===== config.mk =====
export PLATFORM = sky130hd
export DESIGN_NAME = adc_readout
export DESIGN_NICKNAME = d
export VERILOG_FILES = /design/src/hw/adc_readout_pkg.sv /design/src/hw/adc_readout.sv
export VERILOG_INCLUDE_DIRS = /design/src /design/src/hw
export SDC_FILE = /design/constraint.sdc
export NUM_CORES = 1
export LEC_CHECK = 0
export BUFFER_PORTS_ARGS = -buffer_cell sky130_fd_sc_hd__buf_2
export CAP_MARGIN = 40
export CORE_ASPECT_RATIO = 0.75
export CORE_MARGIN = 5
export CORE_UTILIZATION = 50
export CTS_CLUSTER_SIZE = 14
export DETAILED_ROUTE_END_ITERATION = 10
export PLACE_DENSITY = 0.71
export SLEW_MARGIN = 10
export SYNTH_ARGS = -nofsm -noshare
export SYNTH_HDL_FRONTEND = slang
export SYNTH_SLANG_ARGS = --single-unit

===== constraint.sdc =====
create_clock -name pclk -period 6.5 [get_ports pclk]
set_clock_uncertainty 0.05 [all_clocks]
set_input_delay 1.3 -clock pclk [delete_from_list [all_inputs] [get_ports pclk]]
set_output_delay 1.3 -clock pclk [all_outputs]
set_load 0.005 [all_outputs]

===== src/hw/adc_readout_map.svh =====
// Register offsets, field positions and timing figures of the readout block.
// Assumes a 100 MHz APB clock and 12-bit byte addresses.
`ifndef ADC_READOUT_MAP_SVH
`define ADC_READOUT_MAP_SVH

`define CTRL_OFS 12'h000
`define TEST_CODE_OFS 12'h004
`define STATUS_OFS 12'h008
`define RESULT_OFS 12'h00c

`define CTRL_TEST_BIT 0
`define CTRL_RESET 1'h0
`define TEST_CODE_RESET 16'h0000
`define RESULT_RESET 16'h0000

`define ST_BUSY_BIT 0
`define ST_CONV_SLEEP_BIT 1
`define ST_OUT_SLEEP_BIT 2
`define ST_SETTLING_BIT 3
`define ST_VALID_BIT 4
`define ST_OUT_VALID_BIT 5

`define LOW_BYTE_FILL 8'hff

`define CLK_PERIOD_NS 10
`define CONV_TIME_NS 180
// Pin fall to busy rise: three stages, filter register, state register
`define SYNC_LATENCY 5
`define SLEEP_ENTRY_NS 1500
`define CORE_WAKE_NS 5000
`define OUT_WAKE_NS 25000000

`endif


===== src/hw/adc_readout_pkg.sv =====
// Types shared by the converter readout block.
// Assumes nothing beyond SystemVerilog packed types.
package adc_readout_pkg;

  typedef struct packed {
    logic conversion_start_n;
    logic reset_sleep_n;
    logic outputs_sleep_n;
    logic cs_n;
    logic rd_n;
    logic byte_sel;
  } host_pins_t;

  typedef enum logic {
    CONV_IDLE,
    CONV_RUN
  } conv_state_t;

endpackage : adc_readout_pkg


===== src/hw/adc_readout.sv =====
// Digital interface of a 16-bit sampling converter: result bus, busy,
// reset and the two sleep inputs, plus an APB status and test port.
// Assumes host pins are asynchronous to pclk and the SAR core presents
// its two's complement code on core_code.
// Function
// RULE1 - Drive result bus only when selected and read
// RULE2 - Host avoids reads around conversion start fall
// RULE3 - Result is two's complement, passed unchanged
// RULE4 - Byte select low: full word, MSB top
// RULE5 - Byte select high: low byte up, ones below
// RULE6 - Byte host reads upper then lower byte
// RULE7 - Byte reads work with toggled or held strobe
// RULE8 - Reset acts asynchronously; short pulse only resets
// RULE9 - Reset aborts conversion within 20 ns
// RULE10 - Short reset release resumes within 20 ns
// RULE11 - Low over 1.5 us sleeps converter core
// RULE12 - Release wakes core; valid after 5 us
// RULE13 - Both low sleeps all; outputs valid 25 ms
// RULE14 - Host never uses the reserved sleep combination
// RULE15 - Host may collect on busy falling
// RULE16 - Start low starts conversion, busy marks it
// RULE17 - Host holds start high 100 ns minimum
// RULE18 - Conversion completes within 180 ns
// RULE19 - Bus shows latest result, updated at busy fall
// RULE20 - Host avoids 0.5 to 1.5 us reset pulses
//
// Our own choices: the register offsets and the APB slave port.
`include "adc_readout_map.svh"

module adc_readout #(
  parameter int unsigned OUT_WAKE_CYCLES = `OUT_WAKE_NS / `CLK_PERIOD_NS
) (
  // Clock and reset
  input wire logic pclk,
  input wire logic presetn,
  // APB slave
  input wire logic psel,
  input wire logic penable,
  input wire logic pwrite,
  input wire logic [11:0] paddr,
  input wire logic [31:0] pwdata,
  output logic [31:0] prdata,
  output logic pready,
  output logic pslverr,
  // Host pins
  input wire adc_readout_pkg::host_pins_t host,
  output logic busy,
  output logic [15:0] result_bus,
  output logic result_bus_oe,
  // Converter core
  input wire logic [15:0] core_code,
  output logic core_powered,
  output logic analog_outputs_powered,
  output logic analog_outputs_valid
);

  localparam int CONV_CYCLES = `CONV_TIME_NS / `CLK_PERIOD_NS;
  localparam int RUN_CYCLES = CONV_CYCLES - `SYNC_LATENCY;
  localparam int SLEEP_CYCLES =
    (`SLEEP_ENTRY_NS + `CLK_PERIOD_NS - 1) / `CLK_PERIOD_NS;
  localparam int WAKE_CYCLES =
    (`CORE_WAKE_NS + `CLK_PERIOD_NS - 1) / `CLK_PERIOD_NS;
  localparam logic [4:0] RUN_LAST = 5'(RUN_CYCLES - 1);
  localparam logic [7:0] SLEEP_LAST = 8'(SLEEP_CYCLES - 1);
  localparam logic [9:0] WAKE_LOAD = 10'(WAKE_CYCLES);
  localparam logic [24:0] OUT_WAKE_LOAD = 25'(OUT_WAKE_CYCLES);

  // Pin synchronisers: three stages, a change counts when 2 and 3 agree
  adc_readout_pkg::host_pins_t sync1;
  adc_readout_pkg::host_pins_t sync2;
  adc_readout_pkg::host_pins_t sync3;
  adc_readout_pkg::host_pins_t pins;
  adc_readout_pkg::host_pins_t next_pins;
  localparam adc_readout_pkg::host_pins_t PINS_IDLE = '1;

  always_ff @(posedge pclk or negedge presetn) begin
    if (!presetn) begin
      sync1 <= PINS_IDLE;
      sync2 <= PINS_IDLE;
      sync3 <= PINS_IDLE;
      pins <= PINS_IDLE;
    end else begin
      sync1 <= host;
      sync2 <= sync1;
      sync3 <= sync2;
      pins <= next_pins;
    end
  end

  genvar gi;
  generate
    for (gi = 0; gi < $bits(pins); gi++) begin : g_filter
      assign next_pins[gi] = (sync2[gi] == sync3[gi]) ? sync3[gi] : pins[gi];
    end
  endgenerate

  // Reset pin clears the conversion engine directly
  wire core_rst_n = presetn & host.reset_sleep_n; // see RULE8

  // Software registers
  logic test_enable;
  logic [15:0] test_code;
  logic [15:0] result;
  logic result_valid;

  // Conversion engine
  adc_readout_pkg::conv_state_t state;
  adc_readout_pkg::conv_state_t next_state;
  logic [4:0] run_cnt;
  logic [15:0] held_code;
  logic held_valid;
  logic start_prev;

  // Sleep control
  logic converter_asleep;
  logic [7:0] low_cnt;
  logic [7:0] both_cnt;
  logic [9:0] wake_cnt;
  logic [24:0] out_wake_cnt;

  wire start_fall = start_prev & ~pins.conversion_start_n;
  wire run_done = (state == adc_readout_pkg::CONV_RUN) &&
    (run_cnt == RUN_LAST);
  wire start_ok = start_fall & ~converter_asleep;
  wire [15:0] sample_code = test_enable ? test_code : core_code;

  always_comb begin
    next_state = state;
    case (state)
      adc_readout_pkg::CONV_IDLE: begin
        if (start_ok) begin
          next_state = adc_readout_pkg::CONV_RUN; // see RULE16
        end
      end
      adc_readout_pkg::CONV_RUN: begin
        if (run_done) begin
          next_state = adc_readout_pkg::CONV_IDLE; // see RULE18
        end
      end
      default: next_state = adc_readout_pkg::CONV_IDLE;
    endcase
  end

  // Aborted at once by the reset pin
  always_ff @(posedge pclk or negedge core_rst_n) begin
    if (!core_rst_n) begin
      state <= adc_readout_pkg::CONV_IDLE; // see RULE9
      run_cnt <= '0;
      held_code <= `RESULT_RESET;
      held_valid <= 1'b0;
      start_prev <= 1'b1;
    end else begin
      state <= next_state; // see RULE10
      start_prev <= pins.conversion_start_n;
      run_cnt <= (state == adc_readout_pkg::CONV_RUN) ? run_cnt + 5'h01 : '0;
      if (state == adc_readout_pkg::CONV_IDLE && start_ok) begin
        held_code <= sample_code; // see RULE3
        held_valid <= (wake_cnt == '0); // see RULE12
      end
    end
  end

  assign busy = (state == adc_readout_pkg::CONV_RUN); // see RULE16

  // Result kept across resets of the engine
  always_ff @(posedge pclk or negedge presetn) begin
    if (!presetn) begin
      result <= `RESULT_RESET;
      result_valid <= 1'b0;
    end else if (run_done && core_rst_n) begin
      result <= held_code; // see RULE19
      result_valid <= held_valid;
    end
  end

  // Byte folding onto the upper pins, fresh result at busy fall
  wire [15:0] next_result = (run_done && core_rst_n) ? held_code : result;
  wire [15:0] next_result_bus = pins.byte_sel ?
    {next_result[7:0], `LOW_BYTE_FILL} : next_result; // see RULE5

  always_ff @(posedge pclk or negedge presetn) begin
    if (!presetn) begin
      result_bus <= `RESULT_RESET;
    end else begin
      result_bus <= next_result_bus; // see RULE4 RULE7
    end
  end

  assign result_bus_oe = ~pins.cs_n & ~pins.rd_n; // see RULE1

  // Sleep entry after a long low, wake timers after release
  wire rs_low = ~pins.reset_sleep_n;
  wire both_low = rs_low & ~pins.outputs_sleep_n;
  wire both_high = pins.reset_sleep_n & pins.outputs_sleep_n;

  always_ff @(posedge pclk or negedge presetn) begin
    if (!presetn) begin
      low_cnt <= '0;
      both_cnt <= '0;
      converter_asleep <= 1'b0;
      analog_outputs_powered <= 1'b1;
      wake_cnt <= '0;
      out_wake_cnt <= '0;
    end else begin
      low_cnt <= (rs_low && low_cnt != SLEEP_LAST) ? low_cnt + 8'h01 :
        (rs_low ? low_cnt : '0);
      both_cnt <= (both_low && both_cnt != SLEEP_LAST) ? both_cnt + 8'h01 :
        (both_low ? both_cnt : '0);
      if (rs_low && low_cnt == SLEEP_LAST) begin
        converter_asleep <= 1'b1; // see RULE11
      end else if (!rs_low) begin
        converter_asleep <= 1'b0;
      end
      if (converter_asleep && !rs_low) begin
        wake_cnt <= WAKE_LOAD; // see RULE12
      end else if (wake_cnt != '0) begin
        wake_cnt <= wake_cnt - 10'h001;
      end
      if (both_low && both_cnt == SLEEP_LAST) begin
        analog_outputs_powered <= 1'b0; // see RULE13
        out_wake_cnt <= '0;
      end else if (!analog_outputs_powered && both_high) begin
        analog_outputs_powered <= 1'b1;
        out_wake_cnt <= OUT_WAKE_LOAD;
      end else if (out_wake_cnt != '0) begin
        out_wake_cnt <= out_wake_cnt - 25'h0000001;
      end
    end
  end

  assign core_powered = ~converter_asleep;
  assign analog_outputs_valid = analog_outputs_powered &&
    (out_wake_cnt == '0);

  // APB slave: read data caught in the setup cycle, no wait states
  wire setup = psel & ~penable;
  wire access = psel & penable;
  wire hit_ctrl = (paddr == `CTRL_OFS);
  wire hit_test = (paddr == `TEST_CODE_OFS);
  wire hit_status = (paddr == `STATUS_OFS);
  wire hit_result = (paddr == `RESULT_OFS);
  wire hit = hit_ctrl | hit_test | hit_status | hit_result;

  logic [31:0] status_word;
  always_comb begin
    status_word = '0;
    status_word[`ST_BUSY_BIT] = busy;
    status_word[`ST_CONV_SLEEP_BIT] = converter_asleep;
    status_word[`ST_OUT_SLEEP_BIT] = ~analog_outputs_powered;
    status_word[`ST_SETTLING_BIT] = (wake_cnt != '0);
    status_word[`ST_VALID_BIT] = result_valid;
    status_word[`ST_OUT_VALID_BIT] = analog_outputs_valid;
  end

  wire [31:0] read_word =
    hit_ctrl ? {31'h0, test_enable} :
    hit_test ? {16'h0, test_code} :
    hit_status ? status_word :
    hit_result ? {16'h0, result} : 32'h0;

  always_ff @(posedge pclk or negedge presetn) begin
    if (!presetn) begin
      prdata <= '0;
      test_enable <= `CTRL_RESET;
      test_code <= `TEST_CODE_RESET;
    end else begin
      if (setup && !pwrite) begin
        prdata <= read_word;
      end
      if (access && pwrite && hit_ctrl) begin
        test_enable <= pwdata[`CTRL_TEST_BIT];
      end
      if (access && pwrite && hit_test) begin
        test_code <= pwdata[15:0];
      end
    end
  end

  assign pready = 1'b1;
  assign pslverr = access & ~hit;

  // Checks
  AST_BUS_DRIVE: assert property ( // see RULE1
    @(posedge pclk) disable iff (!presetn)
    (pins.cs_n || pins.rd_n) |-> !result_bus_oe)
    else $error("Result bus driven while not read");

  AST_WORD_MODE: assert property ( // see RULE4
    @(posedge pclk) disable iff (!presetn)
    !pins.byte_sel |=> result_bus == result)
    else $error("Word mode shows wrong value");

  AST_BYTE_MODE: assert property ( // see RULE5
    @(posedge pclk) disable iff (!presetn)
    pins.byte_sel |=> result_bus == {result[7:0], `LOW_BYTE_FILL})
    else $error("Byte mode shows wrong value");

  AST_ABORT: assert property ( // see RULE9
    @(posedge pclk) disable iff (!presetn)
    !host.reset_sleep_n |-> !busy)
    else $error("Conversion survived reset");

  AST_CONV_TIME: assert property ( // see RULE18
    @(posedge pclk) disable iff (!core_rst_n)
    $rose(busy) |-> ##[1:RUN_CYCLES] !busy)
    else $error("Conversion too long");

  AST_CODE_HELD: assert property ( // see RULE3
    @(posedge pclk) disable iff (!core_rst_n)
    (state == adc_readout_pkg::CONV_IDLE && start_ok) |=>
    held_code == $past(sample_code))
    else $error("Sampled code altered");

  AST_RESULT_LOAD: assert property ( // see RULE19
    @(posedge pclk) disable iff (!core_rst_n)
    run_done |=> (result == $past(held_code)) && !busy)
    else $error("Result not loaded at busy fall");

  AST_START_BUSY: assert property ( // see RULE16
    @(posedge pclk) disable iff (!core_rst_n)
    (start_fall && !converter_asleep && !busy) |=> busy)
    else $error("Start did not raise busy");

  AST_SHORT_RESET: assert property ( // see RULE8
    @(posedge pclk) disable iff (!presetn)
    $rose(converter_asleep) |-> $past(low_cnt) == SLEEP_LAST)
    else $error("Sleep entered before long low");

  AST_SLEEP_ENTRY: assert property ( // see RULE11
    @(posedge pclk) disable iff (!presetn)
    (rs_low && low_cnt == SLEEP_LAST) |=> converter_asleep)
    else $error("Core not asleep after long low");

  AST_WAKE_SETTLE: assert property ( // see RULE12
    @(posedge pclk) disable iff (!presetn)
    $fell(converter_asleep) |=> wake_cnt == WAKE_LOAD - 10'h001)
    else $error("Settle time not started on wake");

  AST_OUT_SLEEP: assert property ( // see RULE13
    @(posedge pclk) disable iff (!presetn)
    $fell(analog_outputs_powered) |-> $past(both_low) &&
    converter_asleep)
    else $error("Outputs slept without both low");

  AST_OUT_WAKE: assert property ( // see RULE13
    @(posedge pclk) disable iff (!presetn)
    $rose(analog_outputs_powered) |->
    !analog_outputs_valid && out_wake_cnt == OUT_WAKE_LOAD)
    else $error("Output settle time not started");

  COV_CONVERSION: cover property (@(posedge pclk) disable iff (!presetn)
    $fell(busy) ##[1:20] result_bus_oe);
  COV_BYTE_READ: cover property (@(posedge pclk) disable iff (!presetn)
    result_bus_oe && !pins.byte_sel ##[1:10] result_bus_oe && pins.byte_sel);
  COV_CORE_SLEEP: cover property (@(posedge pclk) disable iff (!presetn)
    $fell(converter_asleep));
  COV_FULL_SLEEP: cover property (@(posedge pclk) disable iff (!presetn)
    $rose(analog_outputs_valid));

endmodule : adc_readout


# Word level (Yosys, flattened, before mapping)
# Cells that the tools add are included.
# classes
n_reduce_logical,26
mux,24
eq_ne,15
addsub,5
bitwise,22
# op_table
operator,count
16-bit two-way mux,7
25-bit two-way mux,3
8-bit two-way mux,4
25-bit zero test,1
25-bit nonzero test,1
25-bit by 1-bit subtractor with 25-bit output (second input constant),1
12-bit by 4-bit equality test with 1-bit output (second input constant),2
10-bit two-way mux,2
8-bit by 1-bit adder with 8-bit output (second input constant),2
8-bit equality test (second input constant),2
8-bit inequality test (second input constant),2
1-bit logical AND,14
12-bit by 3-bit equality test with 1-bit output (second input constant),1
12-bit zero test,1
10-bit zero test,1
1-bit inverter,10
10-bit nonzero test,1
10-bit by 1-bit subtractor with 10-bit output (second input constant),1
1-bit bitwise AND,9
2-bit nonzero test,4
1-bit equality test,6
1-bit two-way mux,6
5-bit by 1-bit adder with 5-bit output (second input constant),1
5-bit by 4-bit equality test with 1-bit output (second input constant),1
6 further kinds,9
# totals
out_inout_bits,55
in_bits,71
word_cells,133
regBits,183

# Depth between registers and ports, before layout
# depth
ltp_word,6
depth_mapped,8

# Worst setup path after synthesis
# OpenSTA, ideal clock, no wires.
# synth_path
path_type,input-to-output
from,input paddr[7]
to,output pslverr
required_ns,5.150
t_arrival_ns,2.676
path_slack_ns,2.474
path_stages,4
n_path_buf,1
cell_sequence,or4_1 -> or4_1 -> buf_2 -> and3_1
# synth_via
elab_chain_len,6
elab_cells_between_ends,9
classes_between,eq/ne: 3; bitwise: 5; reduce/logical: 1
# synth_rtl
item,line,text
"start, declared",adc_readout.sv:40,"input wire logic [11:0] paddr,"
12-bit by 3-bit equality test with 1-bit output (no source line) or 12-bit zero test (tied branches),n/a,
1-bit bitwise OR (2 in series),adc_readout.sv:242,wire hit = hit_ctrl | hit_test | hit_status | hit_result;
1-bit bitwise OR (*),adc_readout.sv:242,
1-bit inverter (*),adc_readout.sv:280,assign pslverr = access & ~hit;
1-bit bitwise AND (*),adc_readout.sv:280,
"end, declared",adc_readout.sv:44,"output logic pslverr,"
# Mark *: on every way between the ends. The rest lies on a longest branch, timed or not.

# Worst setup path in the final report
# Same ends and word-level chain as after synthesis.

==> key figures <==
Floorplan
  – Core footprint: 14600 µm²
  – Starting density of the core: 0.516
  – Row cnt: 38
  – Die H: 116 µm
  – I/O pins: 126
  – Die footprint: 17700 µm²
  – Die width: 152 µm

GRT
  – Vias in the first global route: 5589
  – Overall routing resource usage: 0.203
  – Grt total ovfl: 0
  – First-pass GRT wire length: 28600 µm
  – Initial antenna violation count: 0
  – Largest net degree at the start of global routing: 56

Worst setup path
  – WP data required: 5.15 ns
  – CP Launch Type: input pin
  – Crit Path Category: in2out
  – Critical R2R Capture: out_wake_cnt[17]
  – Critical path peak fanout: 7
  – Crit path DAT: 3.05 ns
  – Reg2Reg Setup Slack: 3.82 ns
  – Crit end category: output pin
  – R2r worst-path depth: 4
  – Reg2reg start: out_wake_cnt[14]

Drt
  – Vias: 5468
  – First DRT Iteration DRCs: 332
  – Post-Route WL: 17400 µm
  – WL/cell: 17.9 µm
  – Vias per cell: 5.62
  – DR pass1 iterations: 5
  – Post-route ant nets: 0
  – # DRC: 0

Clock tree
  – CTS resizes: 0
  – Worst-path clk slew: 0.07 ns
  – CTS tree: built
  – Worst skew pair latency: 0.43 ns
  – Clock tree sinks: 167
  – Number of CTS-inserted buffers: 17
  – Setup Buffers After CTS: 0
  – Clock Root Buffer: clkbuf_16
  – H-tree Lvls: 4
  – # hold bufs at CTS: 0
  – CTS Buffer Depth: 2

Worst hold path
  – Hold Path End: sync2[5]
  – HP Class: reg2reg
  – Hold Path Stages: 0
  – Hold Crit Start: sync1[5]

Place
  – Port Buffers: 92
  – Area after DPL: 8160 µm²
  – Post-DP HPWL: 12000 µm
  – Gpl congestion: 0.843

STA
  – Final Max Slew Viols: 0
  – Final hold vios: 0
  – Setup_tns: 0 ns
  – Final count of negative-setup-slack endpoints: 0
  – RSZ-0062 raised after global routing: false
  – Upper clock frequency limit: 227 MHz
  – Final min period: 4.40 ns
  – Rel. slew slack: 0.331
  – Slew @ Worst Pin: 0.996 ns
  – Fin crit share: 0.677

Power
  – Peak supply drop: 0.000175 V
  – Pwr dens: 336 nW/µm²
  – LEAKAGE: 4.20 nW

Synth
  – Synth cell types: 59
  – Synth async-reset ratio: 1.00
  – Ys Warns: 0
  – Sequential area share after synthesis: 0.558
  – Mapped Cells: 671
  – Synth Register Bits: 167
  – Mapped Area: 7550 µm²
  – Top_reg_cell synth: dfrtp_1
  – Syn avg cell area: 11.3 µm²
  – Post-synth EDFFs: 0
  – Top cells by area, synth: dfrtp_1 (47%), dfstp_2 (9.0%), mux2i_1 (7.8%), a21oi_1 (2.7%), mux2_1 (2.5%)
  – Cell taking the most area after synthesis: dfrtp_1
  – Synth top area share: 0.467

Run
  – Total of max-cap violations: 0

Layout
  – N_diodes: 0
  – Most frequent cells in the layout: dfrtp_1 (141), buf_2 (91), mux2i_1 (59)
  – Final nets: 840
  – Synth-to-Final Area Change: 16.2%
  – Most common cell after layout, fill and taps aside: dfrtp_1
  – Final Cell Area: 8780 µm²
  – Share of cells above drive strength 1: 0.223
  – Filler instances: 1202
  – Multi-input logic area: 3050 µm²
  – Register area: 4210 µm²

Outcome
  – Status: finished clean
==> per-layer routing <==
layer  vias to the layer above  global-route usage  wire length (µm)
met4                         0              0.0599               269
li1                       2542                   -                 -
met5                         -                   0                 0
met2                       169               0.340              8490
met3                        22              0.0456               755
met1                      2735               0.271              7860
==> kinds of logic after synthesis <==
logic type,Yosys count,synth area share
AO/OA/AOI/OAI,104,0.0847
XOR/XNOR,17,0.0197
adder cells (fa/ha/maj),15,0.0229
buffers and inverters,74,0.0467
flip-flops,167,0.558
multiplexers,78,0.108
other,2,0.000994
AND/OR/NAND/NOR,214,0.159
==> cells in the mapped netlist (15+ instances only) <==
cell and count:
nor2_1 44, nand3_1 24, a21oi_1 41, o21ai_0 15, nand2b_1 20, clkbuf_1 21, dfrtp_1 141, nand2_1 34
mux2_1 17, mux2i_1 59, dfstp_2 26, inv_1 30, buf_4 17
==> worst max-delay path, stage by stage <==
cell,delay [ns]
buf_2,0.09
or4_1,0.54
or4_1,0.72
and3_1,0.28
buf_2,0.12
==> worst max-delay path by stage <==
| stage | from | end |
|---|---|---|
| 6_report | paddr[7] | pslverr |
| 3_5_place_dp | paddr[7] | pslverr |
| 2_1_floorplan | paddr[7] | pslverr |
| 4_1_cts | paddr[7] | pslverr |
| 3_3_place_gp | paddr[7] | pslverr |
| 5_1_grt | paddr[7] | pslverr |
==> registers in the layout (all words and copies together) (netlist names), 5 cells and up <==
name,count
both_cnt,8
held_code,16
low_cnt,8
out_wake_cnt,25
pins,6
prdata,16
result,16
result_bus,16
run_cnt,5
sync1,6
sync2,6
sync3,6
test_code,16
wake_cnt,10
==> where the power goes <==
group / switching (mW) / internal [mW] / total (mW)
clock: 0.438 / 0.615 / 1.05
sequential: 0.163 / 1.25 / 1.41
combinational: 0.262 / 0.223 / 0.485
total: 0.863 / 2.09 / 2.95
==> final cells by class <==
cell class,instances,area share
sequential,167,0.480
tap,200,0.0285
clock inverter,14,0.0211
inverter,30,0.0128
timing repair buffer,99,0.0609
clock buffer,18,0.0489
multi-input combinational,445,0.348
==> through the flow <==
stage,worst slack [ns],utilization,hold slack (ns),cells,power [mW]
floorplan,2.47,-,0.295,686,1.72
global placement,2.11,0.555,0.296,939,1.87
finish,2.10,0.599,0.295,973,2.95
detailed placement,2.09,0.557,0.297,941,1.91
global route,2.04,0.599,0.300,973,3.10
CTS,2.09,0.599,0.298,973,2.97
Note: power is estimated with default switching activity, not from simulation.
